## config.mk

```make
export PLATFORM = sky130hd
export DESIGN_NAME = irq_hub
export DESIGN_NICKNAME = d
export VERILOG_FILES = /design/src/hw/irq_pkg.sv /design/src/hw/port_irq_unit.sv /design/src/hw/irq_hub.sv
export VERILOG_INCLUDE_DIRS = /design/src /design/src/hw
export SDC_FILE = /design/constraint.sdc
export NUM_CORES = 1
export LEC_CHECK = 0
export BUFFER_PORTS_ARGS = -buffer_cell sky130_fd_sc_hd__buf_2
export CORE_ASPECT_RATIO = 1.2
export CORE_MARGIN = 4
export CORE_UTILIZATION = 53
export CTS_BUF_LIST = sky130_fd_sc_hd__clkbuf_4 sky130_fd_sc_hd__clkbuf_8 sky130_fd_sc_hd__clkbuf_16
export CTS_CLUSTER_DIAMETER = 80
export DETAILED_ROUTE_END_ITERATION = 10
export GPL_TIMING_DRIVEN = 0
export PLACE_DENSITY = 0.82
export REMOVE_ABC_BUFFERS = 1
export SYNTH_ARGS = -nofsm -noshare
export SYNTH_HDL_FRONTEND = slang
export SYNTH_HIERARCHICAL = 1
export SYNTH_SLANG_ARGS = --single-unit
export TNS_END_PERCENT = 5
```

## constraint.sdc

```tcl
create_clock -name mclk -period 2 [get_ports mclk]
set_input_delay 0.1 -clock mclk [delete_from_list [all_inputs] [get_ports mclk]]
set_output_delay 0.1 -clock mclk [all_outputs]
set_load 0.05 [all_outputs]
```

## src/hw/irq_regs.svh

```systemverilog
// register offsets, field positions and reset values of the interrupt logic
`ifndef IRQ_REGS_SVH
`define IRQ_REGS_SVH

`define OFS_MASTER_CONTROL 8'h23
`define OFS_MASTER_STATUS 8'h24
`define OFS_CAMERA_TX_STATUS 8'h37
`define OFS_PORT_SELECT 8'h4C
`define OFS_PORT_STATUS_FIRST 8'h4D
`define OFS_PORT_STATUS_SECOND 8'h4E
`define OFS_CAMERA_RX_STATUS 8'h7A
`define OFS_PORT_ENABLE_HIGH 8'hD8
`define OFS_PORT_ENABLE_LOW 8'hD9
`define OFS_PORT_MIRROR_HIGH 8'hDA
`define OFS_PORT_MIRROR_LOW 8'hDB
`define OFS_GPIO_CONTROL_BASE 8'h10

`define GPIO_COUNT 4
`define OPENDRAIN_GPIO_INDEX 3

`define BIT_MASTER_ENABLE 7
`define BIT_CAMERA_TX_ENABLE 4
`define BIT_PORT1_ENABLE 1
`define BIT_PORT0_ENABLE 0
`define BIT_STATUS_GLOBAL 7
`define BIT_STATUS_CAMERA_TX 4
`define BIT_STATUS_PORT1 1
`define BIT_STATUS_PORT0 0

`define BIT_GPIO_OUT_ENABLE 0
`define BIT_GPIO_OUT_VALUE 1
`define BIT_GPIO_IRQ_SELECT 2

`define RESET_MASTER_CONTROL 8'h00
`define RESET_PORT_ENABLE 8'h00
`define RESET_PORT_SELECT 8'h01
`define RESET_GPIO_CONTROL 8'h00

`endif

```

## src/hw/irq_pkg.sv

```systemverilog
// types shared by the interrupt logic
package irq_pkg;

   // one-cycle condition pulses raised by one receive port
   typedef struct packed {
      logic bcc_crc_err;
      logic lock_chg;
      logic bcc_seq_err;
      logic parity_err;
      logic pass_chg;
      logic line_len_chg;
      logic enc_err;
      logic buffer_err;
      logic line_cnt_chg;
      logic [3:0] camera_rx_err;
   } port_event_s;

   // register access port as seen from the serial control target
   typedef struct packed {
      logic wr;
      logic rd;
      logic [7:0] addr;
      logic [7:0] wdata;
   } reg_req_s;

   // per-port clear strobes produced by read decode
   typedef struct packed {
      logic status_first;
      logic status_second;
      logic camera_rx;
   } port_clear_s;

endpackage

```

## src/hw/port_irq_unit.sv

```systemverilog
// sticky interrupt status, mirrors and enables of one receive port
`timescale 1ns/1ps
`include "irq_regs.svh"

module port_irq_unit (
   input wire logic mclk,
   input wire logic reset_n,
   input irq_pkg::port_event_s events,
   input wire logic pass_level,
   input wire logic lock_level,
   input wire logic wr_enable_high,
   input wire logic wr_enable_low,
   input wire logic [7:0] wdata,
   input irq_pkg::port_clear_s clear,
   output logic [7:0] status_first,
   output logic [7:0] status_second,
   output logic [7:0] camera_rx_status,
   output logic [7:0] mirror_high,
   output logic [7:0] mirror_low,
   output logic [7:0] enable_high,
   output logic [7:0] enable_low,
   output logic port_irq
);
   logic [7:0] enable_high_reg, enable_high_next;
   logic [7:0] enable_low_reg, enable_low_next;
   logic [4:0] first_reg, first_next;
   logic [3:0] second_reg, second_next;
   logic [3:0] camera_reg, camera_next;
   logic [4:0] first_set;
   logic [3:0] second_set;

   // -----------------------------------------------------------------
   // sticky conditions
   // -----------------------------------------------------------------
   always_comb begin
      first_set = {events.bcc_crc_err, events.lock_chg, events.bcc_seq_err,
                   events.parity_err, events.pass_chg};
      second_set = {events.line_len_chg, events.enc_err, events.buffer_err,
                    events.line_cnt_chg};
      // latching ignores the enables; a set in the clearing cycle survives
      first_next = (clear.status_first ? 5'h00 : first_reg) | first_set;
      second_next = (clear.status_second ? 4'h0 : second_reg) | second_set;
      camera_next = (clear.camera_rx ? 4'h0 : camera_reg) | events.camera_rx_err;
      enable_high_next = wr_enable_high ? wdata : enable_high_reg;
      enable_low_next = wr_enable_low ? wdata : enable_low_reg;
   end

   always_ff @(posedge mclk) begin
      if (!reset_n) begin
         first_reg <= 5'h00;
         second_reg <= 4'h0;
         camera_reg <= 4'h0;
         enable_high_reg <= `RESET_PORT_ENABLE;
         enable_low_reg <= `RESET_PORT_ENABLE;
      end else begin
         first_reg <= first_next;
         second_reg <= second_next;
         camera_reg <= camera_next;
         enable_high_reg <= enable_high_next;
         enable_low_reg <= enable_low_next;
      end
   end

   // -----------------------------------------------------------------
   // read views; the mirrors are copies and clear nothing
   // -----------------------------------------------------------------
   always_comb begin
      status_first = {2'b00, first_reg[4], first_reg[3], first_reg[2], first_reg[1],
                      pass_level, lock_level};
      status_second = {1'b0, second_reg[3], second_reg[2], second_reg[1], 3'b000,
                       second_reg[0]};
      camera_rx_status = {4'h0, camera_reg};
      mirror_high = {5'h00, second_reg[2], first_reg[2], first_reg[4]};
      mirror_low = {1'b0, second_reg[3], second_reg[0], second_reg[1], |camera_reg,
                    first_reg[1], first_reg[0], first_reg[3]};
      enable_high = enable_high_reg;
      enable_low = enable_low_reg;
      port_irq = |{mirror_high & enable_high_reg, mirror_low & enable_low_reg};
   end

endmodule // port_irq_unit

```

## src/hw/irq_hub.sv

```systemverilog
// interrupt aggregation of the two receive ports and the camera transmit port
`timescale 1ns/1ps
`include "irq_regs.svh"

// How it works
// - interrupt leaves on a dedicated pin, governed by master control and status.
// - sources are receive port 0, receive port 1 and camera transmit port.
// - a pending condition holds until its status register is read.
// - status bits latch whatever their enables; enables gate the pin and master status bits 7, 1 and 0.
// - pin asserts only with source enable and master enable both set.
// - any general-purpose pin can carry the interrupt through its control register.
// - general-purpose pin 3 alone is open-drain, preferred for the interrupt.
// - master control bit 7 master enable, bit 0 port 0, bit 1 port 1.
// - each port has high and low enable registers selecting port conditions.
// - each port has read-only high and low mirrors of its status bits.
// - port conditions clear on first, second or camera status reads; mirrors don't.
// - an enabled interrupt with master enable set drives the pin low.
// - master status shows which receive port has an interrupt pending.
// - master status bit 7 global, bit 4 camera transmit, bits 1 and 0 ports.
module irq_hub (
   input wire logic mclk,
   input wire logic reset_n,
   input irq_pkg::reg_req_s req,
   output logic [7:0] rdata,
   input irq_pkg::port_event_s port0_events,
   input irq_pkg::port_event_s port1_events,
   input wire logic [1:0] pass_level,
   input wire logic [1:0] lock_level,
   input wire logic camera_tx_event,
   input wire logic [3:0] gpio_in,
   output logic [3:0] gpio_out,
   output logic [3:0] gpio_oe,
   output logic irq_pin_n
);
   logic [7:0] control_reg, control_next;
   logic [7:0] select_reg, select_next;
   logic camera_tx_reg, camera_tx_next;
   logic [7:0] rdata_reg, rdata_next;
   logic irq_pin_n_reg, irq_pin_n_next;
   logic [3:0] gpio_out_reg, gpio_out_next;
   logic [3:0] gpio_oe_reg, gpio_oe_next;
   logic [7:0] gpio_ctl_reg [0:3];
   logic [7:0] gpio_ctl_next [0:3];
   logic [7:0] master_status;
   logic [1:0] port_irq;
   logic [1:0] wr_hi, wr_lo;
   logic global_irq;
   irq_pkg::port_clear_s clear [0:1];
   logic [7:0] sts1 [0:1];
   logic [7:0] sts2 [0:1];
   logic [7:0] csi [0:1];
   logic [7:0] mir_hi [0:1];
   logic [7:0] mir_lo [0:1];
   logic [7:0] en_hi [0:1];
   logic [7:0] en_lo [0:1];
   logic rd_port;
   logic [3:0] gpio_level;

   // -----------------------------------------------------------------
   // receive ports; writes reach every port flagged in the select
   // register, reads come from the port named in its upper field
   // -----------------------------------------------------------------
   always_comb begin
      rd_port = select_reg[4];
      for (int p = 0; p < 2; p++) begin
         wr_hi[p] = req.wr && select_reg[p] && req.addr == `OFS_PORT_ENABLE_HIGH;
         wr_lo[p] = req.wr && select_reg[p] && req.addr == `OFS_PORT_ENABLE_LOW;
         clear[p].status_first = req.rd && rd_port == p[0] &&
                                 req.addr == `OFS_PORT_STATUS_FIRST;
         clear[p].status_second = req.rd && rd_port == p[0] &&
                                  req.addr == `OFS_PORT_STATUS_SECOND;
         clear[p].camera_rx = req.rd && rd_port == p[0] &&
                              req.addr == `OFS_CAMERA_RX_STATUS;
      end
   end

   port_irq_unit port0 (
      .mclk(mclk), .reset_n(reset_n), .events(port0_events),
      .pass_level(pass_level[0]), .lock_level(lock_level[0]),
      .wr_enable_high(wr_hi[0]), .wr_enable_low(wr_lo[0]), .wdata(req.wdata),
      .clear(clear[0]), .status_first(sts1[0]), .status_second(sts2[0]),
      .camera_rx_status(csi[0]), .mirror_high(mir_hi[0]), .mirror_low(mir_lo[0]),
      .enable_high(en_hi[0]), .enable_low(en_lo[0]), .port_irq(port_irq[0])
   );
   port_irq_unit port1 (
      .mclk(mclk), .reset_n(reset_n), .events(port1_events),
      .pass_level(pass_level[1]), .lock_level(lock_level[1]),
      .wr_enable_high(wr_hi[1]), .wr_enable_low(wr_lo[1]), .wdata(req.wdata),
      .clear(clear[1]), .status_first(sts1[1]), .status_second(sts2[1]),
      .camera_rx_status(csi[1]), .mirror_high(mir_hi[1]), .mirror_low(mir_lo[1]),
      .enable_high(en_hi[1]), .enable_low(en_lo[1]), .port_irq(port_irq[1])
   );

   // -----------------------------------------------------------------
   // master status and pin logic
   // -----------------------------------------------------------------
   always_comb begin
      // source bits show regardless of the master enable
      master_status = 8'h00;
      master_status[`BIT_STATUS_PORT0] = port_irq[0];
      master_status[`BIT_STATUS_PORT1] = port_irq[1];
      master_status[`BIT_STATUS_CAMERA_TX] = camera_tx_reg;
      global_irq = (port_irq[0] & control_reg[`BIT_PORT0_ENABLE]) |
                   (port_irq[1] & control_reg[`BIT_PORT1_ENABLE]) |
                   (camera_tx_reg & control_reg[`BIT_CAMERA_TX_ENABLE]);
      master_status[`BIT_STATUS_GLOBAL] = global_irq;
   end

   // -----------------------------------------------------------------
   // registers and read data
   // -----------------------------------------------------------------
   always_comb begin
      control_next = control_reg;
      select_next = select_reg;
      if (req.wr && req.addr == `OFS_MASTER_CONTROL)
         control_next = req.wdata;
      if (req.wr && req.addr == `OFS_PORT_SELECT)
         select_next = req.wdata;
      camera_tx_next = ((req.rd && req.addr == `OFS_CAMERA_TX_STATUS) ? 1'b0 :
                        camera_tx_reg) | camera_tx_event;
      for (int g = 0; g < `GPIO_COUNT; g++) begin
         gpio_ctl_next[g] = gpio_ctl_reg[g];
         if (req.wr && req.addr == `OFS_GPIO_CONTROL_BASE + 8'(g))
            gpio_ctl_next[g] = req.wdata;
      end
      rdata_next = 8'h00;
      if (req.rd) begin
         unique case (req.addr)
            `OFS_MASTER_CONTROL: rdata_next = control_reg;
            `OFS_MASTER_STATUS: rdata_next = master_status;
            `OFS_CAMERA_TX_STATUS: rdata_next = {7'h00, camera_tx_reg};
            `OFS_PORT_SELECT: rdata_next = select_reg;
            `OFS_PORT_STATUS_FIRST: rdata_next = sts1[rd_port];
            `OFS_PORT_STATUS_SECOND: rdata_next = sts2[rd_port];
            `OFS_CAMERA_RX_STATUS: rdata_next = csi[rd_port];
            `OFS_PORT_ENABLE_HIGH: rdata_next = en_hi[rd_port];
            `OFS_PORT_ENABLE_LOW: rdata_next = en_lo[rd_port];
            `OFS_PORT_MIRROR_HIGH: rdata_next = mir_hi[rd_port];
            `OFS_PORT_MIRROR_LOW: rdata_next = mir_lo[rd_port];
            `OFS_GPIO_CONTROL_BASE: rdata_next = gpio_ctl_reg[0];
            `OFS_GPIO_CONTROL_BASE + 8'h01: rdata_next = gpio_ctl_reg[1];
            `OFS_GPIO_CONTROL_BASE + 8'h02: rdata_next = gpio_ctl_reg[2];
            `OFS_GPIO_CONTROL_BASE + 8'h03: rdata_next = {gpio_ctl_reg[3][7:4],
                                                         gpio_in[3], gpio_ctl_reg[3][2:0]};
            default: rdata_next = 8'h00;
         endcase
      end
   end

   // -----------------------------------------------------------------
   // pin drivers; active-low interrupt, low only when master-enabled
   // -----------------------------------------------------------------
   always_comb begin
      irq_pin_n_next = ~(global_irq & control_reg[`BIT_MASTER_ENABLE]);
      for (int g = 0; g < `GPIO_COUNT; g++) begin
         gpio_level[g] = gpio_ctl_reg[g][`BIT_GPIO_IRQ_SELECT] ? irq_pin_n_next :
                         gpio_ctl_reg[g][`BIT_GPIO_OUT_VALUE];
         if (g == `OPENDRAIN_GPIO_INDEX) begin
            // open drain: only ever pulls low, the pull-up gives the high
            gpio_out_next[g] = 1'b0;
            gpio_oe_next[g] = gpio_ctl_reg[g][`BIT_GPIO_OUT_ENABLE] & ~gpio_level[g];
         end else begin
            gpio_out_next[g] = gpio_level[g];
            gpio_oe_next[g] = gpio_ctl_reg[g][`BIT_GPIO_OUT_ENABLE];
         end
      end
   end

   always_ff @(posedge mclk) begin
      if (!reset_n) begin
         control_reg <= `RESET_MASTER_CONTROL;
         select_reg <= `RESET_PORT_SELECT;
         camera_tx_reg <= 1'b0;
         rdata_reg <= 8'h00;
         irq_pin_n_reg <= 1'b1;
         gpio_out_reg <= 4'h0;
         gpio_oe_reg <= 4'h0;
         for (int g = 0; g < `GPIO_COUNT; g++)
            gpio_ctl_reg[g] <= `RESET_GPIO_CONTROL;
      end else begin
         control_reg <= control_next;
         select_reg <= select_next;
         camera_tx_reg <= camera_tx_next;
         rdata_reg <= rdata_next;
         irq_pin_n_reg <= irq_pin_n_next;
         gpio_out_reg <= gpio_out_next;
         gpio_oe_reg <= gpio_oe_next;
         for (int g = 0; g < `GPIO_COUNT; g++)
            gpio_ctl_reg[g] <= gpio_ctl_next[g];
      end
   end

   assign rdata = rdata_reg;
   assign irq_pin_n = irq_pin_n_reg;
   assign gpio_out = gpio_out_reg;
   assign gpio_oe = gpio_oe_reg;

endmodule // irq_hub

```

# [After elaboration in Yosys (flattened, before gate mapping)]
# Memories as Yosys holds them, arrays and structs flattened.
# Index checks and enable logic that the tools add are counted.
[totals] reg_bits=92 output_inout_bits=17 inputBits=55 wordCells=130 mem_bits_rw=32 n_memories=1
[mem_list] name="gpio_ctl_reg" words=4 width=8 rd=4 rd_clocked_by_memory_dff=0 wr=4 line="irq_hub.sv:42" rtl="logic [7:0] gpio_ctl_reg [0:3];"
[classes] muxes=43 magnitude_cmp=1 reduce_logical=26 bitwise_logic=26 eq_ne=15
[ops] op="$mux 8" n=24
[ops] op="$pmux 8 s15" n=1
[ops] op="$eq 8x5->1 const B" n=4
[ops] op="$eq 8x7->1 const B" n=4
[ops] op="$eq 8x8->1 const B" n=4
[ops] op="$reduce_or 16->1" n=2
[ops] op="$eq 8x6->1 const B" n=3
[ops] op="$logic_and 1x1->1" n=21
[ops] op="$mux 4" n=5
[ops] op="$and 3x8->8" n=2
[ops] op="$and 7x8->8" n=2
[ops] op="$or 4x4->4" n=4
[ops] op="$mux 7" n=2
[ops] op="$mux 5" n=2
[ops] op="$or 5x5->5" n=2
[ops] op="$reduce_or 4->1" n=2
[ops] op="$mux 1" n=7
[ops] op="$or 1x1->1" n=7
[ops] op="$mux 6" n=1
[ops] op="$and 1x1->1" n=5
[ops] op="$mux 3" n=1
[ops] op="$not 1->1" n=3
[ops] op="$ge 2x2->1 const B" n=1
[ops] op="$not 1->2" n=1
[ops] op="$reduce_and 2->1" n=1

# [Depth between registers and ports, before layout]
# Gate-level depths: netlist of the first run.
[depth] word_depth=11 mapped_depth=8

# [Hierarchy]
# Netlist of the first run, hierarchy kept.
[by_module_without_submodules] module="irq_hub" instances=1 seq_area_each_um2=1281.2 area_per_inst_um2=3971.3 cells_each=422
[by_module_without_submodules] module="port_irq_unit" instances=2 seq_area_each_um2=580.6 area_per_inst_um2=1307.5 cells_each=127

# [Least setup slack after synthesis of the first run]
# OpenSTA, ideal clock, no wires.
[synth_timing] kind="register to register" startpoint="register port1.camera_reg[2]" endpoint="register rdata_reg[7] (netlist: rdata[7])" slack_ps=120 period_less_slack_ps=1880 path_buffers=0 setup_ps=140 stages_incl_launch_ff=8 t_arrival_ps=1741 path_cell_list="dfxtp_1 or4_4 nand2_2 nand3_2 a222oi_1 o22ai_1 a221oi_1 a31oi_1"
[synth_rtl] item="start: declaration" line="port_irq_unit.sv:28" rtl="logic [3:0] camera_reg, camera_next;"
[synth_rtl] item="start signal: assignment" line="port_irq_unit.sv:58" rtl="camera_reg <= camera_next;"
[synth_rtl] item="end signal: assignment" line="irq_hub.sv:184" rtl="rdata_reg <= rdata_next;"
[synth_rtl] item="end: declaration" line="irq_hub.sv:38" rtl="logic [7:0] rdata_reg, rdata_next;"

==> flow_summary.ini, run 1 <==
[place]
hpwl_um = 11300
gp_congestion = 0.952
place_ws_ps = -940
dp_cells = 839
portBuffers = 67

[cts]
cts_root_buf = clkbuf_16
path_clk_slew_ps = 50
cts_buffers = 17
htreeDepth = 4
cts_tree = yes
clock-sinks = 122
max-clock-path-buffers = 2
clk_latency_ps = 420

[synthesis]
synth_area_leader_cell = dfxtp_1
yosysSeqAreaShare = 0.371
yosysWarningCount = 6
yosysMostFrequentCell = dfxtp_1
synth_ff_type = dfxtp_1
synth_edf_count = 0
synth_commonest_cells = dfxtp_1 (122), mux2i_1 (105), nor2b_1 (93)
synth_area_per_cell_um2 = 9.74
ys_ff_latch = 122
async_reset_ff_frac = 0
synth_top_area_frac = 0.371
synth_cell_type_count = 53
syn_inst = 676
synth_area_um2 = 6590
synthTopCellsByArea = dfxtp_1 (37%), mux2i_1 (16%), nor2b_1 (8.8%)

[run_status]
violations = negative setup slack
status = finished, violations left

[sta]
fin_crit_ps = 2150
hold-worst-slack_ps = 55.3
setup_viol = 7
max_freq_mhz = 465
setup-tns-final_ps = -352
drv_slew = 0
fin_worst_skew_ps = 5.66
max_slew_margin = 0.317
timing.final.ws_setup_ps = -149
finalCritPeriodShare = 1.07
hold_violations = 0
tightestPinTransition_ps = 1020
rsz0062_at_grt = yes

[floorplanning]
initial_core_util = 0.544
die_y_um = 130
num_rows = 44
fp.coreArea_um2 = 12100
dieWidth_um = 110
ios = 72
die-area_um2 = 14300

[min_path]
worstHoldPathType = in2reg

[setup_path]
crit_path_top_delay_cell = or4_4
critPathArrivalTime_ps = 2450
cp_cell_sequence = or4_4, nand2_2, nand3_2, a222oi_1, nor2b_1, nand2_1, o21ai_0, and3_1
cp.required_ps = 2310
crit_type = reg2reg
cp-start-kind = flip-flop
end_kind = flip-flop
crit_family = simple AND/OR/NAND/NOR gates
path_max_fanout = 5
slowest_delay_ps = 550
crit_buf_inv = 0

[route]
vias = 5352
drt-vias-per-instance = 5.93
drt-pass1-iter-count = 7
ant_nets = 0
routed_wirelength_um = 17900
drtIter0Drc = 609
avgRoutedWirePerCell_um = 19.8
drc = 0

[grt]
grtUsageMet3 = 0.0524
grt.met1_usage = 0.307
antenna_found_initial = 0
grt_pass1_wl_um = 27600
grt_use_met2 = 0.412
grt_overflow = 0
first_global_vias = 5313
grt_max_degree = 116
grtUsageTotal = 0.254
top_usage_layer = met2

[layout]
drive_gt1_frac = 0.201
largest_reg_flops = 31
diodes = 0
synthToLayoutAreaGrowth_pct = 15.7
fill_cells = 926
final_util = 0.629
layout.cells.non_filler = 902
nets = 783

[power]
leakagePower_uw = 0.00289
vdd_drop_max_uv = 573
powerDensity_nw_per_um2 = 776

[job]
maxCapViolCount = 0
==> stage by stage <==
step           cell area [µm²]  power (µW)
2_1_floorplan             6100        2740
3_3_place_gp              6640        2930
3_5_place_dp              6660        2940
4_1_cts                   7550        5900
5_1_grt                   7620        6060
6_report                  7620        5910
==> layout by cell type, fill, tap and decap left out, drive strengths merged, types with 6 or more instances in the layout <==
master,n
conb,33
o21ai,7
o21a,26
nand3,28
nor3,14
a22oi,8
mux2i,105
clkbuf,21
dlygate4sd3,27
o32ai,7
clkinvlp,6
a221oi,6
o22ai,6
nor2,11
and2,6
a21boi,15
dfxtp,122
mux4,14
a31oi,9
nor2b,93
nand2,43
buf,71
==> report_power, final <==
part           switching, µW  internal (µW)
sequential              42.1           2470
combinational            243            206
clock                   1120           1830
total                   1410           4510
==> worst min-delay path, cell delays in order <==
cell and delay, ps:
buf_2 170, nand3_1 80, a21boi_0 70
==> worst paths after layout <==
path / from / end / slack [ps] / depth (start not counted)
setup / recovery: port1/camera_reg[1] / gpio_oe[3] / -150 / 8
hold / removal: req[7] / select_reg[7] / 60 / 3
setup reg to reg: port1/camera_reg[1] / gpio_oe[3] / -150 / 8
hold reg to reg: select_reg[6] / select_reg[6] / 470 / 2
==> metal layers <==
metal | vias to the layer above | part of all wire
met1 | 2536 | 0.39
met3 | 77 | 0.079
li1 | 2440 | -
met5 | - | 0
met2 | 299 | 0.48
met4 | 0 | 0.053
==> layout make-up <==
| cell class | instances | area, µm² | area share |
|---|---|---|---|
| Clock buffer | 21 | 480 | 0.0630 |
| Clock inverter | 11 | 95.1 | 0.0125 |
| Inverter | 5 | 18.8 | 0.00246 |
| Multi-Input combinational cell | 484 | 3710 | 0.486 |
| Sequential cell | 122 | 2450 | 0.321 |
| Tap cell | 161 | 201 | 0.0264 |
| Timing Repair Buffer | 98 | 672 | 0.0881 |
==> timing repair <==
item                                    CTS  global route
hold buffers                             27             0
resized for setup                         7            15
endpoints found under the hold margin    27             0
endpoints found under the setup margin   56            62
pin swaps                                 3             3
setup buffers                             1             3
==> kinds of logic (layout without fill, tap and decap cells) <==
kind of cell           Yosys count  after routing  share of synthesized area
AOI/OAI and AO/OA              112            112                      0.130
buffers and inverters          100            135                     0.0931
DFF                            122            122                      0.371
other                            3             33                    0.00171
muxes                          121            121                      0.211
and+or+nand+nor                218            218                      0.193
Power figures use the tool's default switching activity.
==> run 2, diff against run 1 <==
--- a/config.mk
+++ b/config.mk
@@ -15,7 +15,6 @@
 export DETAILED_ROUTE_END_ITERATION = 10
 export GPL_TIMING_DRIVEN = 0
 export PLACE_DENSITY = 0.82
-export REMOVE_ABC_BUFFERS = 1
 export SYNTH_ARGS = -nofsm -noshare
 export SYNTH_HDL_FRONTEND = slang
 export SYNTH_HIERARCHICAL = 1
==> run 2 against run 1 <==
Effect of this change: the run ends with design-rule violations, negative setup slack left; worst hold slack gained 12 ps; sequential cell count is the same; total power grew 2.9%; core utilization grew 4.4 points; clock skew grew 7.9 ps; clock power grew 2%; largest cell class unchanged.
==> flow_summary.ini, run 2 (synthesized netlist as in run 1, its figures left out) <==
[place]
portBuffers = 62
placed_area_um2 = 7210
hpwl_um = 14200
gp_congestion = 0.970
place_ws_ps = -336

[cts]
cts_buffers = 17
max-clock-path-buffers = 2
cts_root_buf = clkbuf_16
htreeDepth = 4
clock-sinks = 122
clk_latency_ps = 420
cts_tree = yes
path_clk_slew_ps = 60

[layout]
diodes = 0
final_area_um2 = 8160
synthToLayoutAreaGrowth_pct = 23.8
drive_gt1_frac = 0.253
layout_common_cells = dfxtp_1 (120), mux2i_1 (104), nor2b_1 (92)
largest_reg_flops = 31
final_common_cell = dfxtp_1
regArea_um2 = 2440
multiInputGateArea_um2 = 3690
nets = 872
fill_cells = 913

[route]
ant_nets = 0
drtIter0Drc = 729
avgRoutedWirePerCell_um = 20.4
routed_wirelength_um = 20300
vias = 5805
drt-pass1-iter-count = 11
drt-vias-per-instance = 5.86
drc = 3

[power]
power_uw = 6080
combPwrFrac = 0.091
clockPowerShare = 0.495
vdd_drop_max_uv = 435
power_switching_uw = 1490
intPower_uw = 4600
powerDensity_nw_per_um2 = 746
seq_power_share = 0.414
leakagePower_uw = 0.00327
swShare = 0.244

[sta]
tightestPinTransition_ps = 982
drv_slew = 0
timing.final.ws_setup_ps = -284
setup_viol = 5
max_freq_mhz = 438
fin_worst_skew_ps = 13.6
max_slew_margin = 0.340
rsz0062_at_grt = yes
finalCritPeriodShare = 1.14
fin_crit_ps = 2280
hold_violations = 0

[setup_path]
crit_type = reg2reg
slowest_delay_ps = 570
r2r_start = port1/camera_reg[3]
crit_family = compound AO/OA/AOI/OAI gates
cp-startpoint = port1/camera_reg[3]
regToRegSetupSlack_ps = -280
critical_path_cell_count = 7
cp_cell_sequence = or4_4, nand2_4, nand3_4, a222oi_1, o22ai_1, a221oi_2, a31oi_1
path_max_fanout = 2
crit_end = rdata[7]
critPathArrivalTime_ps = 2540
cp.required_ps = 2250
end_kind = flip-flop
crit_buf_inv = 0
r2r_end = rdata[7]
r2r_cells = 7
crit_path_top_delay_cell = or4_4
cp-start-kind = flip-flop

[floorplanning]
die_y_um = 130
num_rows = 44
ios = 72
dieWidth_um = 110
fp.coreArea_um2 = 12100
die-area_um2 = 14300
initial_core_util = 0.544

[run_status]
violations = design-rule violations, negative setup slack
status = finished, violations left

[grt]
antenna_found_initial = 0
grt_max_degree = 17
grtUsageTotal = 0.291
grt_overflow = 0
grt_pass1_wl_um = 31300
first_global_vias = 5710

[min_path]
worstHoldPathType = in2reg
whs_path_depth = 3

[job]
maxCapViolCount = 0
run 2: cell types whose count changed in the layout (fill, tap and decap cells not counted), sizes merged:
cell,previous run,this run
inv,5,6
clkinv,4,8
clkinvlp,6,3
clkbuf,21,37
buf,71,141
bufinv,1,2
run 2: repair_timing:
action	4_1_cts	5_1_grt
gates resized for setup	12	7
endpoints found under the setup margin	28	31
hold buffers	27	0
hold endpoints to repair	27	0
setup buffers	3	1
pin swaps	8	9
run 2: layout make-up:
cell class,count,share of cell area
Multi-Input combinational cell,484,0.453
Sequential cell,122,0.300
Timing Repair Buffer,93,0.0753
Buffer,94,0.0738
Clock buffer,18,0.0531
Tap cell,161,0.0247
Clock inverter,14,0.0184
Inverter,5,0.00230
run 2: worst min-delay path by stage:
stage	start	end	slack, ps
after floorplan	port0_events[0]	port0/camera_reg[0]	220
after global placement	port0_events[5]	port0/second_reg[1]	310
after detailed placement	port0_events[5]	port0/second_reg[1]	310
after CTS	req[4]	select_reg[4]	60
after global routing	req[4]	control_reg[4]	90
final	req[4]	select_reg[4]	70
run 2: per-layer routing:
metal  vias to the layer above  global-route usage  part of all wire
met4                         0               0.151             0.052
met2                       337               0.480              0.48
met5                         -                   0                 0
met3                        79              0.0529             0.082
met1                      2761               0.362              0.38
li1                       2628                   -                 -
run 2: power by group through the flow:
| stage | Sequential (µW) | Combinational (µW) | Clock (µW) |
|---|---|---|---|
| after global routing | 2520 | 592 | 3120 |
| after CTS | 2520 | 533 | 3020 |
| after global placement | 2570 | 475 | 0 |
| after detailed placement | 2570 | 485 | 0 |
| after floorplan | 2550 | 319 | 0 |
| final | 2520 | 554 | 3010 |
run 2: worst register-to-register path, stage by stage (launching register included):
cell      delay (ps)
dfxtp_2          320
or4_4            570
nand2_4           90
nand3_4           90
a222oi_1         400
o22ai_1          160
a221oi_2         320
a31oi_1          180
run 2: metrics by stage:
stage / hold slack, ps / setup TNS (ps) / cells / util
3_5_place_dp: 311 / -10990 / 929 / 0.595
3_3_place_gp: 309 / -9980 / 929 / 0.595
2_1_floorplan: 224 / 0 / 706 / -
6_report: 67.2 / -509 / 991 / 0.673
5_1_grt: 91.5 / -889 / 991 / 0.673
4_1_cts: 59.1 / -266 / 990 / 0.671
==> run 3, diff against run 2 <==
--- a/config.mk
+++ b/config.mk
@@ -10,8 +10,7 @@
 export CORE_ASPECT_RATIO = 1.2
 export CORE_MARGIN = 4
 export CORE_UTILIZATION = 53
-export CTS_BUF_LIST = sky130_fd_sc_hd__clkbuf_4 sky130_fd_sc_hd__clkbuf_8 sky130_fd_sc_hd__clkbuf_16
-export CTS_CLUSTER_DIAMETER = 80
+export CTS_CLUSTER_DIAMETER = 40
 export DETAILED_ROUTE_END_ITERATION = 10
 export GPL_TIMING_DRIVEN = 0
 export PLACE_DENSITY = 0.82
==> run 3 against run 2 <==
Effect of this change: the flow still finishes with violations (design-rule violations, negative setup slack); clock skew fell by 1.6 ps; combinational power is essentially flat; via count grew 0.60%; total power shrank 0.32%; cell area hardly changed; fmax rose by 0.54%; clock power about the same; core utilization about the same; worst hold slack gained 6.4 ps; clock-buffer cell count is the same; register-to-register slack barely moved; critical path depth unchanged; highest routed layer unchanged.
==> flow_summary.ini, run 3 (synthesized netlist as in run 1, its figures left out) <==
[cts]
path_clk_slew_ps = 60
max-clock-path-buffers = 2
cts_tree = yes
cts_buffers = 17
clock-sinks = 122
clk_latency_ps = 420
htreeDepth = 4
cts_root_buf = clkbuf_16

[layout]
nets = 872
fill_cells = 912
final_common_cell = dfxtp_1
drive_gt1_frac = 0.253
layout_common_cells = dfxtp_1 (119), mux2i_1 (104), nor2b_1 (92)
final_util = 0.673
largest_reg_flops = 31
synthToLayoutAreaGrowth_pct = 23.8
final_area_um2 = 8150
layout.cells.non_filler = 991
diodes = 0

[place]
placed_area_um2 = 7210
dp_cells = 929
gp_congestion = 0.970
hpwl_um = 14200
portBuffers = 62

[route]
drt-vias-per-instance = 5.89
routed_wirelength_um = 20300
drt-pass1-iter-count = 9
ant_nets = 0
vias = 5840
avgRoutedWirePerCell_um = 20.5
drtIter0Drc = 664
drc = 1

[grt]
grt_overflow = 0
grt_max_degree = 17
grtUsageTotal = 0.290
grt_pass1_wl_um = 31200
antenna_found_initial = 0
first_global_vias = 5749

[run_status]
violations = design-rule violations, negative setup slack
status = finished, violations left

[sta]
timing.final.ws_setup_ps = -272
setup_viol = 5
tightestPinTransition_ps = 998
drv_slew = 0
fin_crit_ps = 2270
finalCritPeriodShare = 1.14
max_slew_margin = 0.329
max_freq_mhz = 440
rsz0062_at_grt = yes
hold_violations = 0
fin_worst_skew_ps = 11.9
setup-tns-final_ps = -503

[power]
vdd_drop_max_uv = 430
powerDensity_nw_per_um2 = 744
leakagePower_uw = 0.00326

[setup_path]
regToRegSetupSlack_ps = -270
end_kind = flip-flop
crit_path_top_delay_cell = or4_4
slowest_delay_ps = 580
r2r_end = rdata[7]
path_max_fanout = 3
r2r_cells = 7
r2r_start = port0/camera_reg[2]
cp_cell_sequence = or4_4, nand2_2, nand3_4, a222oi_1, o22ai_1, a221oi_2, a31oi_1
cp-start-kind = flip-flop
cp.required_ps = 2250
crit_type = reg2reg
critPathArrivalTime_ps = 2520

[floorplanning]
initial_core_util = 0.544
dieWidth_um = 110
num_rows = 44
die_y_um = 130
ios = 72
die-area_um2 = 14300
fp.coreArea_um2 = 12100

[min_path]
min_to = select_reg[4]
worstHoldPathType = in2reg
min_from = req[4]
whs_path_depth = 3

[job]
maxCapViolCount = 0
-- run 3: cell counts in the layout (fill, tap and decap cells not counted) --
Identical to the previous run, type by type.
-- run 3: final cells by class --
cell class | count | area, µm² | area share
inverter | 5 | 18.8 | 0.00230
clock inverter | 14 | 150 | 0.0184
buffer | 94 | 602 | 0.0738
clock buffer | 18 | 429 | 0.0526
sequential | 122 | 2450 | 0.300
timing repair buffer | 93 | 614 | 0.0754
tap | 161 | 201 | 0.0247
multi-input combinational | 484 | 3690 | 0.453
-- run 3: worst max-delay path by stage --
| stage | startpoint | end | slack (ps) | cells past startpoint |
|---|---|---|---|---|
| global route | port1/camera_reg[3] | rdata[7] | -340 | 7 |
| global placement | select_reg[4] | rdata[7] | -320 | 7 |
| CTS | port1/camera_reg[3] | rdata[7] | -240 | 7 |
| finish | port0/camera_reg[2] | rdata[7] | -270 | 7 |
| floorplan | port1/camera_reg[2] | rdata[7] | 120 | 7 |
| detailed placement | req[8] | port1/first_reg[2] | -340 | 7 |
-- run 3: metal layers --
metal	track usage	vias to the layer above	routed length, µm
met2	0.478	362	9750
met1	0.361	2749	7700
met3	0.0520	94	1710
met4	0.154	0	1170
met5	0	-	0
li1	-	2635	-
-- run 3: worst max-delay path, delay by kind of cell (launching register included) --
kind / cells / cell delay [ps]
and+or+nand+nor: 3 / 800
AOI/OAI and AO/OA: 4 / 980
DFF: 1 / 330
-- run 3: per-stage QoR --
stage | total power, µW | setup slack (ps) | hold WS, ps
after detailed placement | 3050 | -336 | 311
after global routing | 6220 | -337 | 94.5
final | 6060 | -272 | 73.6
after CTS | 6050 | -236 | 62.6
after global placement | 3040 | -322 | 309
after floorplan | 2870 | 120 | 224
-- run 3: power breakdown --
| group | switching, µW | internal, µW | total, µW |
|---|---|---|---|
| Sequential | 47.9 | 2470 | 2520 |
| Combinational | 279 | 276 | 555 |
| Clock | 1150 | 1840 | 2990 |
-- run 3: repair_timing --
action,4_1_cts,5_1_grt
pin swaps,8,9
gates resized for setup,12,8
hold buffers,27,0
buffers inserted,3,1
endpoints found under the hold margin,27,0
setup endpoints to repair,28,35
